## src/verilog/msc_consts.vh

```
// constants for the mode strap configuration loader
`ifndef MSC_CONSTS_VH
`define MSC_CONSTS_VH
// register offsets
`define MSC_BRIDGE_CONTROL_OFS 8'h4F
`define MSC_BRIDGE_CFG_OFS 8'h54
`define MSC_LINK_CTL_OFS 8'h5B
// field positions
`define MSC_DISP_ID_DIS_BIT 0
`define MSC_AUDIO_MODE_BIT 1
`define MSC_REM_LOAD_BIT 5
`define MSC_EXT_OVERRIDE_BIT 7
`define MSC_PLL_RST_BIT 5
`define MSC_CABLE_TYPE_SELECT_BIT 7
// reset values
`define MSC_BRIDGE_CONTROL_RST 8'h00
`define MSC_BRIDGE_CFG_RST 8'h00
`define MSC_LINK_CTL_RST 8'h20
`define MSC_REM_ADDR_RST 8'hA0
// strap level widths
`define MSC_LVL0_W 2
`define MSC_LVL1_W 3
// control bus target address for address-select level 1, step of two per level
`define MSC_TGT_ADDR_BASE 7'h0C
// clock and frequency limits
`define MSC_CLK_MHZ 250
`define MSC_SS_DEV_PERMILLE 25
`define MSC_SS_MOD_KHZ 100
`define MSC_SS_MOD_CYC ((`MSC_CLK_MHZ * 1000) / `MSC_SS_MOD_KHZ)
`define MSC_PCLK_MAX_MHZ 96
`define MSC_PCLK_OLD_MHZ 85
`endif

```

## src/verilog/msc_mode_strap_config.v

```verilog
// mode strap configuration loader: strap decode, latch and control bits
`timescale 1ns/100ps
`include "msc_consts.vh"
// What this block does
// - capture decoded mode straps into registers at power-up
// - four-level strap gives display-ID and aux audio
// - eight-level strap gives override, cable, load
// - display-ID select picks remote or local EDID
// - aux audio adds the auxiliary channel
// - override hands HDMI control to external
// - cable type selects twisted pair or cable_type_select
// - remote load copies remote EDID to SRAM
// - display-ID select stored at 0x4F bit 0
// - audio, load, override stored in 0x54
// - cable type stored at 0x5B bit 7
// - enabled pll reset follows frequency change
// - tolerate bounded spread-spectrum input clocks
// - single link pixel clock limits by receiver
// - target address chosen from eight strap levels
module msc_mode_strap_config
(
  input wire ref_clk,
  input wire rst_n,
  input wire [1:0] mode_lvl0,
  input wire [2:0] mode_lvl1,
  input wire [2:0] address_select_strap,
  input wire reg_wr,
  input wire [7:0] reg_addr,
  input wire [7:0] reg_wdata,
  input wire rem_addr_wr,
  input wire [7:0] rem_addr_wdata,
  input wire remote_id_found,
  input wire freq_changed,
  input wire legacy_receiver,
  input wire pclk_over_max,
  input wire pclk_over_legacy,
  output reg display_id_disable_q,
  output reg audio_mode_q,
  output reg remote_display_id_load_q,
  output reg external_control_bit_q,
  output reg coaxial_mode_bit_q,
  output reg pll_reset_on_freq_change_q,
  output reg [7:0] bridge_control_reg_q,
  output reg [7:0] bridge_cfg_reg_q,
  output reg [7:0] link_control_reg_q,
  output reg [7:0] remote_id_addr_q,
  output reg use_remote_id_q,
  output reg use_local_id_q,
  output reg copy_remote_id_q,
  output reg aux_audio_en_q,
  output reg ext_hdmi_ctl_q,
  output reg pll_reset_q,
  output reg pclk_fault_q,
  output reg [6:0] target_addr_q,
  output reg loaded_q
);
  // ==========================================================
  // strap decode
  wire disp_sel_d;
  wire aux_d;
  wire ext_d;
  wire cable_d;
  wire rload_d;
  // level index minus one already arrives from the quantizer
  assign disp_sel_d = mode_lvl0[1];
  assign aux_d = mode_lvl0[0];
  assign ext_d = mode_lvl1[2];
  assign cable_d = mode_lvl1[1];
  assign rload_d = mode_lvl1[0];

  // ==========================================================
  // one-shot load after reset release
  reg load_q;
  wire load_d;
  assign load_d = ~loaded_q;
  always @(posedge ref_clk)
  begin
    if (!rst_n)
    begin
      load_q <= 1'b0;
      loaded_q <= 1'b0;
    end
    else
    begin
      load_q <= load_d & ~load_q;
      if (load_q)
        loaded_q <= 1'b1;
    end
  end

  // ==========================================================
  // register write decode
  reg wr_ctl;
  reg wr_cfg;
  reg wr_link;
  // only the three strap-backed offsets answer; anything else is dropped
  always @*
  begin
    wr_ctl = 1'b0;
    wr_cfg = 1'b0;
    wr_link = 1'b0;
    if (reg_wr)
    begin
      if (reg_addr == `MSC_BRIDGE_CONTROL_OFS)
        wr_ctl = 1'b1;
      else if (reg_addr == `MSC_BRIDGE_CFG_OFS)
        wr_cfg = 1'b1;
      else if (reg_addr == `MSC_LINK_CTL_OFS)
        wr_link = 1'b1;
    end
  end

  wire ctl_b0;
  wire cfg_b1;
  wire cfg_b5;
  wire cfg_b7;
  wire link_b7;
  msc_reg_bit #(.RST_VAL(1'b0)) u_disp
  (
    .ref_clk(ref_clk),
    .rst_n(rst_n),
    .load(load_q),
    .strap(disp_sel_d),
    .wr_en(wr_ctl),
    .wr_val(reg_wdata[`MSC_DISP_ID_DIS_BIT]),
    .bit_q(ctl_b0)
  );
  msc_reg_bit #(.RST_VAL(1'b0)) u_aux
  (
    .ref_clk(ref_clk),
    .rst_n(rst_n),
    .load(load_q),
    .strap(aux_d),
    .wr_en(wr_cfg),
    .wr_val(reg_wdata[`MSC_AUDIO_MODE_BIT]),
    .bit_q(cfg_b1)
  );
  msc_reg_bit #(.RST_VAL(1'b0)) u_rload
  (
    .ref_clk(ref_clk),
    .rst_n(rst_n),
    .load(load_q),
    .strap(rload_d),
    .wr_en(wr_cfg),
    .wr_val(reg_wdata[`MSC_REM_LOAD_BIT]),
    .bit_q(cfg_b5)
  );
  msc_reg_bit #(.RST_VAL(1'b0)) u_ext
  (
    .ref_clk(ref_clk),
    .rst_n(rst_n),
    .load(load_q),
    .strap(ext_d),
    .wr_en(wr_cfg),
    .wr_val(reg_wdata[`MSC_EXT_OVERRIDE_BIT]),
    .bit_q(cfg_b7)
  );
  msc_reg_bit #(.RST_VAL(1'b0)) u_cable_type_select
  (
    .ref_clk(ref_clk),
    .rst_n(rst_n),
    .load(load_q),
    .strap(cable_d),
    .wr_en(wr_link),
    .wr_val(reg_wdata[`MSC_CABLE_TYPE_SELECT_BIT]),
    .bit_q(link_b7)
  );

  // ==========================================================
  // remaining register bits, plain storage
  // full bytes are kept so read-back of spare bits returns what software wrote
  reg [7:0] ctl_rest_q;
  reg [7:0] cfg_rest_q;
  reg [7:0] link_rest_q;
  always @(posedge ref_clk)
  begin
    if (!rst_n)
    begin
      ctl_rest_q <= `MSC_BRIDGE_CONTROL_RST;
      cfg_rest_q <= `MSC_BRIDGE_CFG_RST;
      link_rest_q <= `MSC_LINK_CTL_RST; // pll reset enabled until host clears it
      remote_id_addr_q <= `MSC_REM_ADDR_RST;
    end
    else
    begin
      if (wr_ctl)
        ctl_rest_q <= reg_wdata;
      if (wr_cfg)
        cfg_rest_q <= reg_wdata;
      if (wr_link)
        link_rest_q <= reg_wdata;
      if (rem_addr_wr)
        remote_id_addr_q <= rem_addr_wdata;
    end
  end

  wire [7:0] ctl_v;
  wire [7:0] cfg_v;
  wire [7:0] link_v;
  assign ctl_v = {ctl_rest_q[7:1], ctl_b0};
  assign cfg_v = {cfg_b7, cfg_rest_q[6], cfg_b5, cfg_rest_q[4:2], cfg_b1, cfg_rest_q[0]};
  assign link_v = {link_b7, link_rest_q[6:0]};

  // ==========================================================
  // decoded behaviour, all registered outputs
  // views are registered copies, so a write shows two edges after its strobe
  always @(posedge ref_clk)
  begin
    if (!rst_n)
    begin
      display_id_disable_q <= 1'b0;
      audio_mode_q <= 1'b0;
      remote_display_id_load_q <= 1'b0;
      external_control_bit_q <= 1'b0;
      coaxial_mode_bit_q <= 1'b0;
      pll_reset_on_freq_change_q <= 1'b1;
      bridge_control_reg_q <= `MSC_BRIDGE_CONTROL_RST;
      bridge_cfg_reg_q <= `MSC_BRIDGE_CFG_RST;
      link_control_reg_q <= `MSC_LINK_CTL_RST;
    end
    else
    begin
      display_id_disable_q <= ctl_v[`MSC_DISP_ID_DIS_BIT];
      audio_mode_q <= cfg_v[`MSC_AUDIO_MODE_BIT];
      remote_display_id_load_q <= cfg_v[`MSC_REM_LOAD_BIT];
      external_control_bit_q <= cfg_v[`MSC_EXT_OVERRIDE_BIT];
      coaxial_mode_bit_q <= link_v[`MSC_CABLE_TYPE_SELECT_BIT];
      pll_reset_on_freq_change_q <= link_v[`MSC_PLL_RST_BIT];
      bridge_control_reg_q <= ctl_v;
      bridge_cfg_reg_q <= cfg_v;
      link_control_reg_q <= link_v;
    end
  end

  // ==========================================================
  // display ID path selection
  always @(posedge ref_clk)
  begin
    if (!rst_n)
    begin
      use_remote_id_q <= 1'b0;
      use_local_id_q <= 1'b0;
      copy_remote_id_q <= 1'b0;
    end
    else
    begin
      // remote search first; local fallback is the caller's when none is found
      use_remote_id_q <= ~ctl_v[`MSC_DISP_ID_DIS_BIT] & remote_id_found;
      use_local_id_q <= ctl_v[`MSC_DISP_ID_DIS_BIT];
      copy_remote_id_q <= cfg_v[`MSC_REM_LOAD_BIT] & remote_id_found;
    end
  end

  // ==========================================================
  // audio channel and hdmi control hand-over
  always @(posedge ref_clk)
  begin
    if (!rst_n)
    begin
      aux_audio_en_q <= 1'b0;
      ext_hdmi_ctl_q <= 1'b0;
    end
    else
    begin
      // both follow the live register bits, so a software write acts two edges after its strobe
      aux_audio_en_q <= cfg_v[`MSC_AUDIO_MODE_BIT];
      ext_hdmi_ctl_q <= cfg_v[`MSC_EXT_OVERRIDE_BIT];
    end
  end

  // ==========================================================
  // link pll reset and pixel clock limits
  always @(posedge ref_clk)
  begin
    if (!rst_n)
    begin
      pll_reset_q <= 1'b0;
      pclk_fault_q <= 1'b0;
    end
    else
    begin
      // freq_changed is judged upstream with spread-spectrum margin applied
      pll_reset_q <= link_v[`MSC_PLL_RST_BIT] & freq_changed;
      pclk_fault_q <= legacy_receiver ? pclk_over_legacy : pclk_over_max;
    end
  end

  // ==========================================================
  // control bus target address
  always @(posedge ref_clk)
  begin
    if (!rst_n)
    begin
      target_addr_q <= `MSC_TGT_ADDR_BASE;
    end
    else
    begin
      // the strap is read every cycle, so a divider changed in service moves the address
      target_addr_q <= `MSC_TGT_ADDR_BASE + {3'h0, address_select_strap, 1'b0};
    end
  end
endmodule

```

## src/verilog/msc_reg_bit.v

```verilog
// one writable control bit loaded once from a strap
`timescale 1ns/100ps
module msc_reg_bit
#(
  parameter RST_VAL = 1'b0
)
(
  input wire ref_clk,
  input wire rst_n,
  input wire load,
  input wire strap,
  input wire wr_en,
  input wire wr_val,
  output reg bit_q
);
  // software write wins over the one-shot load
  always @(posedge ref_clk)
  begin
    if (!rst_n)
      bit_q <= RST_VAL;
    else if (wr_en)
      bit_q <= wr_val;
    else if (load)
      bit_q <= strap;
  end
endmodule

```

## config.mk

```make
export PLATFORM = sky130hd
export DESIGN_NAME = msc_mode_strap_config
export DESIGN_NICKNAME = d
export VERILOG_FILES = /design/src/verilog/msc_mode_strap_config.v /design/src/verilog/msc_reg_bit.v
export VERILOG_INCLUDE_DIRS = /design/src /design/src/verilog
export SDC_FILE = /design/constraint.sdc
export NUM_CORES = 1
export LEC_CHECK = 0
export BUFFER_PORTS_ARGS = -buffer_cell sky130_fd_sc_hd__buf_2
export CORE_MARGIN = 2
export CORE_UTILIZATION = 31
export DETAILED_ROUTE_END_ITERATION = 8
export PLACE_DENSITY = 0.6
export SLEW_MARGIN = 20
export SYNTH_ARGS = -nofsm -noshare
export SYNTH_HDL_FRONTEND = slang
export SYNTH_SLANG_ARGS = --single-unit
```

## constraint.sdc

```tcl
create_clock -name ref_clk -period 1.1 [get_ports ref_clk]
set_input_delay 0.055 -clock ref_clk [delete_from_list [all_inputs] [get_ports ref_clk]]
set_output_delay 0.055 -clock ref_clk [all_outputs]
set_load 0.02 [all_outputs]
```

==> results.yml, run 1 <==
clocking:
  ctsLongestPathBuffers: 2
  worstSkewPairLatency_ns: 0.33
  clock-sinks: 66
  cts_inserted_buffers: 9
  htree_levels: 3
  post_cts_buffers: 0
  cts_tree: "yes"
  cts-root-buf: "clkbuf_8"
  clkSlewWorstSetupHoldPaths_ns: 0.07
sta:
  fmax_mhz: 1050
  fin_crit_sh_pct: 86.9
  skew_ns: 0.00285
  final.setup.tns_ns: 0
  grt_setup_unrepaired: "false"
  period_minus_slack_ns: 0.956
  final_max_slew_viol_count: 0
  hold_violations: 0
  setup_viol: 0
drt:
  drt_iter0_markers: 58
  vias: 1701
  antenna_left: 0
  wl_per_cell_um: 11.3
  drt_first_pass_iters: 4
  drc: 0
  viasPerCell: 4.06
  routed_wl_um: 4720
layout:
  final_cell_area_um2: 3180
  regArea_um2: 1320
  multiInputGateArea_um2: 731
  diodes: 0
  nets: 357
  area_growth_pct: 40.7
  fillerInstances: 721
  drive_gt1_share_pct: 35.6
synthesis:
  synth_commonest_cells: "dfxtp_1, mux2i_1, nand2_1"
  synth_cell_types: 24
  synth-edff-count: 0
  postSynthAreaPerCell_um2: 10.7
  yosysTopAreaCell: "dfxtp_1"
  yosysMostFrequentCell: "dfxtp_1"
  synth_cells: 211
  syn-cell-area_um2: 2260
  yosys_register_bits: 66
  yosysTopAreaCellShare_pct: 58.5
  yosysSeqAreaShare_pct: 58.5
  synth_area_leaders: "dfxtp_1, mux2i_1, nand2_1, buf_4, inv_1"
  synthFlopType: "dfxtp_1"
  yosys_warnings: 0
  synthArstFlopShare_pct: 0
placement:
  place_hpwl_um: 3170
  io_buffers: 90
  place_congestion: 0.703
  placed_area_um2: 2780
power_and_ir_drop:
  ir_worst_vdd_mv: 0.644
  power.total_uw: 5180
  p_per_area_nw_per_um2: 1630
  power.leakage_uw: 0.00178
grt:
  antenna_found_initial: 0
  grt_max_degree: 32
  grt_pass1_wl_um: 7220
  first_global_vias: 1575
  track_usage_pct: 12.1
  grt.overflow.total: 0
worst_setup_path:
  critical_path_class: "input port to flip-flop"
  path_cells: "dlygate4sd3_1, buf_2, buf_6, nand2_1, mux2i_1"
  critPathMaxStageDelay_ns: 0.52
  cp.required_ns: 1.36
  slowest_stage: "dlygate4sd3_1"
  critPathLaunchType: "input port"
  crit_fanout: 22
  worst_ep_arrival_time_ns: 1.22
  cp-end-kind: "flip-flop"
floorplanning:
  num_io_pins: 94
  fp-row-count: 31
  start_util_pct: 31.6
  die_h_um: 89.4
  core_region_area_um2: 7140
  die_w_um: 89.4
  dieArea_um2: 7980
run_status:
  status: "complete, no violations"
flow_run:
  maxCapViolCount: 0
min_path:
  min_path_type: "input port to flip-flop"
-- path summary, 6_finish.rpt --
path,startpoint,endpoint,cells past startpoint,slack (ns)
max reg2reg,load_q,u_ext.bit_q,3,0.26
min reg2reg,ctl_rest_q[1],bridge_control_reg_q[1],2,0.44
min,reg_wdata[6],ctl_rest_q[6],3,0.03
max,rst_n,cfg_rest_q[2],5,0.14
-- final cells by class --
class	instances	area share (%)
Clock buffer	10	4.02
Clock inverter	6	2.88
Inverter	20	2.36
Multi-Input combinational cell	105	23.0
Sequential cell	66	41.6
Tap cell	99	3.90
Timing Repair Buffer	113	22.3
-- layout by cell type, fill, tap and decap left out --
master         instances
bufinv_16              2
nor3b_1                1
nand3_2                1
nand2_1               31
clkinv_4               1
o211ai_1               5
nand2b_1               7
and4bb_2               1
nor2_1                 1
nor4b_1                1
nand4b_1               2
mux2_4                 1
mux2i_1               32
dfxtp_1               66
clkbuf_8               9
o21a_1                 1
ha_1                   1
buf_12                 3
conb_1                 3
buf_6                  1
buf_4                  2
nor2b_1                8
buf_2                 90
clkinvlp_4             3
and2_1                 6
clkbuf_1               1
inv_1                 20
and3_1                 3
dlygate4sd3_1         17
-- worst max-delay path, delay by kind of cell --
| kind | cells | cell delay [ns] |
|---|---|---|
| multiplexers | 1 | 0.14 |
| AND/OR/NAND/NOR | 1 | 0.12 |
| buffers and inverters | 3 | 0.90 |
-- per-layer routing --
metal | wire length, µm | GRT usage [%] | vias up
met5 | 0 | 0 | -
met4 | 89 | 6.51 | 0
met3 | 364 | 3.88 | 10
met2 | 2100 | 19.5 | 71
met1 | 2160 | 14.3 | 756
li1 | - | - | 864
-- power by group --
| part | switching (µW) | internal [µW] |
|---|---|---|
| clock | 934 | 1280 |
| sequential | 33.6 | 2460 |
| combinational | 243 | 228 |
| total | 1210 | 3970 |
-- state kept, by name (all words and copies together) (netlist names), 4 cells and up --
name	count
bridge_cfg_reg_q	8
cfg_rest_q	5
bridge_control_reg_q	8
link_control_reg_q	7
remote_id_addr_q	8
ctl_rest_q	7
target_addr_q	4
link_rest_q	7
-- through the flow --
stage / hold slack (ns) / setup WS [ns] / utilization (%) / cells
3_3_place_gp: 0.236 / 0.0267 / 39.0 / 386
4_1_cts: 0.0140 / 0.0842 / 44.5 / 419
5_1_grt: 0.0251 / 0.0393 / 44.5 / 419
6_report: 0.0280 / 0.144 / 44.5 / 419
2_1_floorplan: 0.117 / 0.0685 / - / 213
3_5_place_dp: 0.238 / -0.00703 / 39.0 / 386
-- repair_timing --
item | CTS | global route
hold buffers | 17 | 0
setup endpoints to repair | 0 | 3
resized for setup | 0 | 1
hold endpoints to repair | 17 | 0
-- kinds of logic after synthesis --
logic type                 after synthesis  synth area share (%)
AOI/OAI and AO/OA                        6                  1.99
adders and majority gates                1                 0.554
buffers and inverters                   42                  9.47
DFF                                     66                  58.5
muxes                                   33                  14.8
other                                    1                 0.166
and+or+nand+nor                         62                  14.5
Power figures use the tool's default switching activity.
==> run 2, diff against run 1 <==
--- a/config.mk
+++ b/config.mk
@@ -6,11 +6,12 @@
 export SDC_FILE = /design/constraint.sdc
 export NUM_CORES = 1
 export LEC_CHECK = 0
+export ABC_AREA = 1
 export BUFFER_PORTS_ARGS = -buffer_cell sky130_fd_sc_hd__buf_2
 export CORE_MARGIN = 2
 export CORE_UTILIZATION = 31
 export DETAILED_ROUTE_END_ITERATION = 8
-export PLACE_DENSITY = 0.6
+export PLACE_DENSITY = 0.59
 export SLEW_MARGIN = 20
 export SYNTH_ARGS = -nofsm -noshare
 export SYNTH_HDL_FRONTEND = slang
==> results.yml, run 2 <==
layout:
  layout_commonest_cell: "buf_2"
  final_cell_mix: "buf_2, dfxtp_1, nand2_1"
  fillerInstances: 774
  drive_gt1_share_pct: 29.7
  nets: 454
  diodes: 0
  fin_cells: 519
  largestRegisters: "bridge_cfg_reg_q x8, bridge_control_reg_q x8, remote_id_addr_q x8"
  final_cell_area_um2: 3370
  area_growth_pct: 39.3
floorplanning:
  num_io_pins: 94
  core_region_area_um2: 7650
  die_h_um: 92.3
  die_w_um: 92.3
  start_util_pct: 31.6
  fp-row-count: 32
  dieArea_um2: 8520
synthesis:
  yosysTopAreaCell: "dfxtp_1"
  synth_cells: 303
  synthArstFlopShare_pct: 0
  yosysTopAreaCellShare_pct: 54.7
  yosysMostFrequentCell: "dfxtp_1"
  synth_area_leaders: "dfxtp_1, nand2_1, inv_1, nor2_1, o21ai_0"
  synth-edff-count: 0
  postSynthAreaPerCell_um2: 7.98
  synth_cell_types: 27
  yosys_register_bits: 66
  syn-cell-area_um2: 2420
  synthFlopType: "dfxtp_1"
  synth_commonest_cells: "dfxtp_1, nand2_1, inv_1"
  yosys_warnings: 0
  yosysSeqAreaShare_pct: 54.7
power_and_ir_drop:
  power.switching_uw: 1260
  p_sw_share_pct: 23.1
  pwr-share-seq_pct: 45.8
  ir_worst_vdd_mv: 0.689
  power.leakage_uw: 0.00181
  p_per_area_nw_per_um2: 1610
  internal-power_uw: 4180
  combPwrFrac_pct: 9.5
  clockPowerShare_pct: 44.7
worst_setup_path:
  rr_startpoint: "load_q"
  cp.required_ns: 1.04
  rrSetupSlack_ns: 0.17
  critPathLaunchType: "flip-flop"
  path_cells: "buf_2"
  critical_path_class: "flip-flop to output pin"
  cp-end-kind: "output pin"
  worstPathBufferInverterCount: 1
  slowest_stage: "dfxtp_1"
  worst_ep_arrival_time_ns: 0.89
  cp_top_family: "flip-flops"
  crit_fanout: 3
  crit_path_start: "loaded_q"
  critPathMaxStageDelay_ns: 0.37
sta:
  setup_viol: 0
  fmax_mhz: 1060
  hold_violations: 0
  grt_setup_unrepaired: "false"
  skew_ns: 0.00818
  fin_crit_sh_pct: 85.7
  period_minus_slack_ns: 0.942
  final_max_slew_viol_count: 0
drt:
  vias: 2201
  viasPerCell: 4.24
  antenna_left: 0
  routed_wl_um: 5580
  drt_iter0_markers: 73
  wl_per_cell_um: 10.8
  drt_first_pass_iters: 4
  drc: 0
grt:
  grt_max_degree: 29
  antenna_found_initial: 0
  track_usage_pct: 14.1
  grt_pass1_wl_um: 9270
  grt-busiest-layer: "met2"
  first_global_vias: 2104
  grtUsageMet1_pct: 16.4
  use_met2_pct: 22.9
  grt.overflow.total: 0
  use_met3_pct: 3.25
clocking:
  cts_tree: "yes"
  worstSkewPairLatency_ns: 0.34
  cts-root-buf: "clkbuf_8"
  cts_hold_buf: 19
  cts.repair.resized: 0
  htree_levels: 3
  post_cts_buffers: 0
  cts_inserted_buffers: 9
  clkSlewWorstSetupHoldPaths_ns: 0.08
  clock-sinks: 66
  ctsLongestPathBuffers: 2
placement:
  place_congestion: 0.837
  place_hpwl_um: 4020
  io_buffers: 90
  dp.cells: 484
  placed_area_um2: 2940
flow_run:
  maxCapViolCount: 0
run_status:
  status: "complete, no violations"
min_path:
  min_path_type: "input port to flip-flop"
  min_from: "rst_n"
-- run 2: per-layer routing --
metal | up-vias | part of all wire [%]
met5 | - | 0
met4 | 0 | 2.9
met3 | 14 | 5.4
met2 | 79 | 45
met1 | 978 | 46
li1 | 1130 | -
-- run 2: cell type report --
class                           count  area (µm²)  share of cell area [%]
Timing Repair Buffer              118         721                    21.4
Clock inverter                      7         118                    3.49
Inverter                           52         196                    5.83
Sequential cell                    66        1320                    39.2
Tap cell                          102         128                    3.79
Multi-Input combinational cell    165         761                    22.6
Clock buffer                        9         124                    3.68
-- run 2: kinds of logic (layout without fill, tap and decap cells) --
kind of cell | count (synthesis) | count (layout) | share of synthesized area (%)
buf+inv | 74 | 186 | 14.2
compound gates | 39 | 39 | 8.39
fa+ha+maj | 1 | 1 | 0.518
mux | 1 | 1 | 0.414
simple gates | 121 | 121 | 21.7
flops | 66 | 66 | 54.7
other cells | 1 | 3 | 0.155
-- run 2: worst reg2reg max path: cells and delay by family (launching register included) --
| family | cells | cell delay (ns) |
|---|---|---|
| buf+inv | 3 | 0.25 |
| simple gates | 4 | 0.21 |
| flops | 1 | 0.42 |
-- run 2: final timing paths --
kind | end | cells after the start
worst max register to register | u_rload.bit_q | 7
worst min register to register | bridge_control_reg_q[2] | 2
worst min-delay path | target_addr_q[2] | 2
worst max-delay path | loaded_q | 1
-- run 2: stage by stage --
step                      power, µW  hold WS (ns)  TNS (ns)  setup slack (ns)  utilization [%]
after floorplan                2820         0.117         0             0.129                -
after global placement         3000         0.233   -0.0660           -0.0181             38.4
after detailed placement       3010         0.240    -0.573           -0.0550             38.4
after CTS                      5520      0.000924         0             0.145             44.0
after global routing           5690        0.0239         0            0.0666             44.0
final                          5440        0.0172         0             0.158             44.0
-- run 2: power by group through the flow --
stage | Sequential [µW] | Combinational (µW) | Clock [µW]
2_1_floorplan | 2600 | 222 | 0
3_3_place_gp | 2550 | 457 | 0
3_5_place_dp | 2550 | 465 | 0
4_1_cts | 2490 | 518 | 2510
5_1_grt | 2500 | 570 | 2620
6_report | 2490 | 516 | 2430
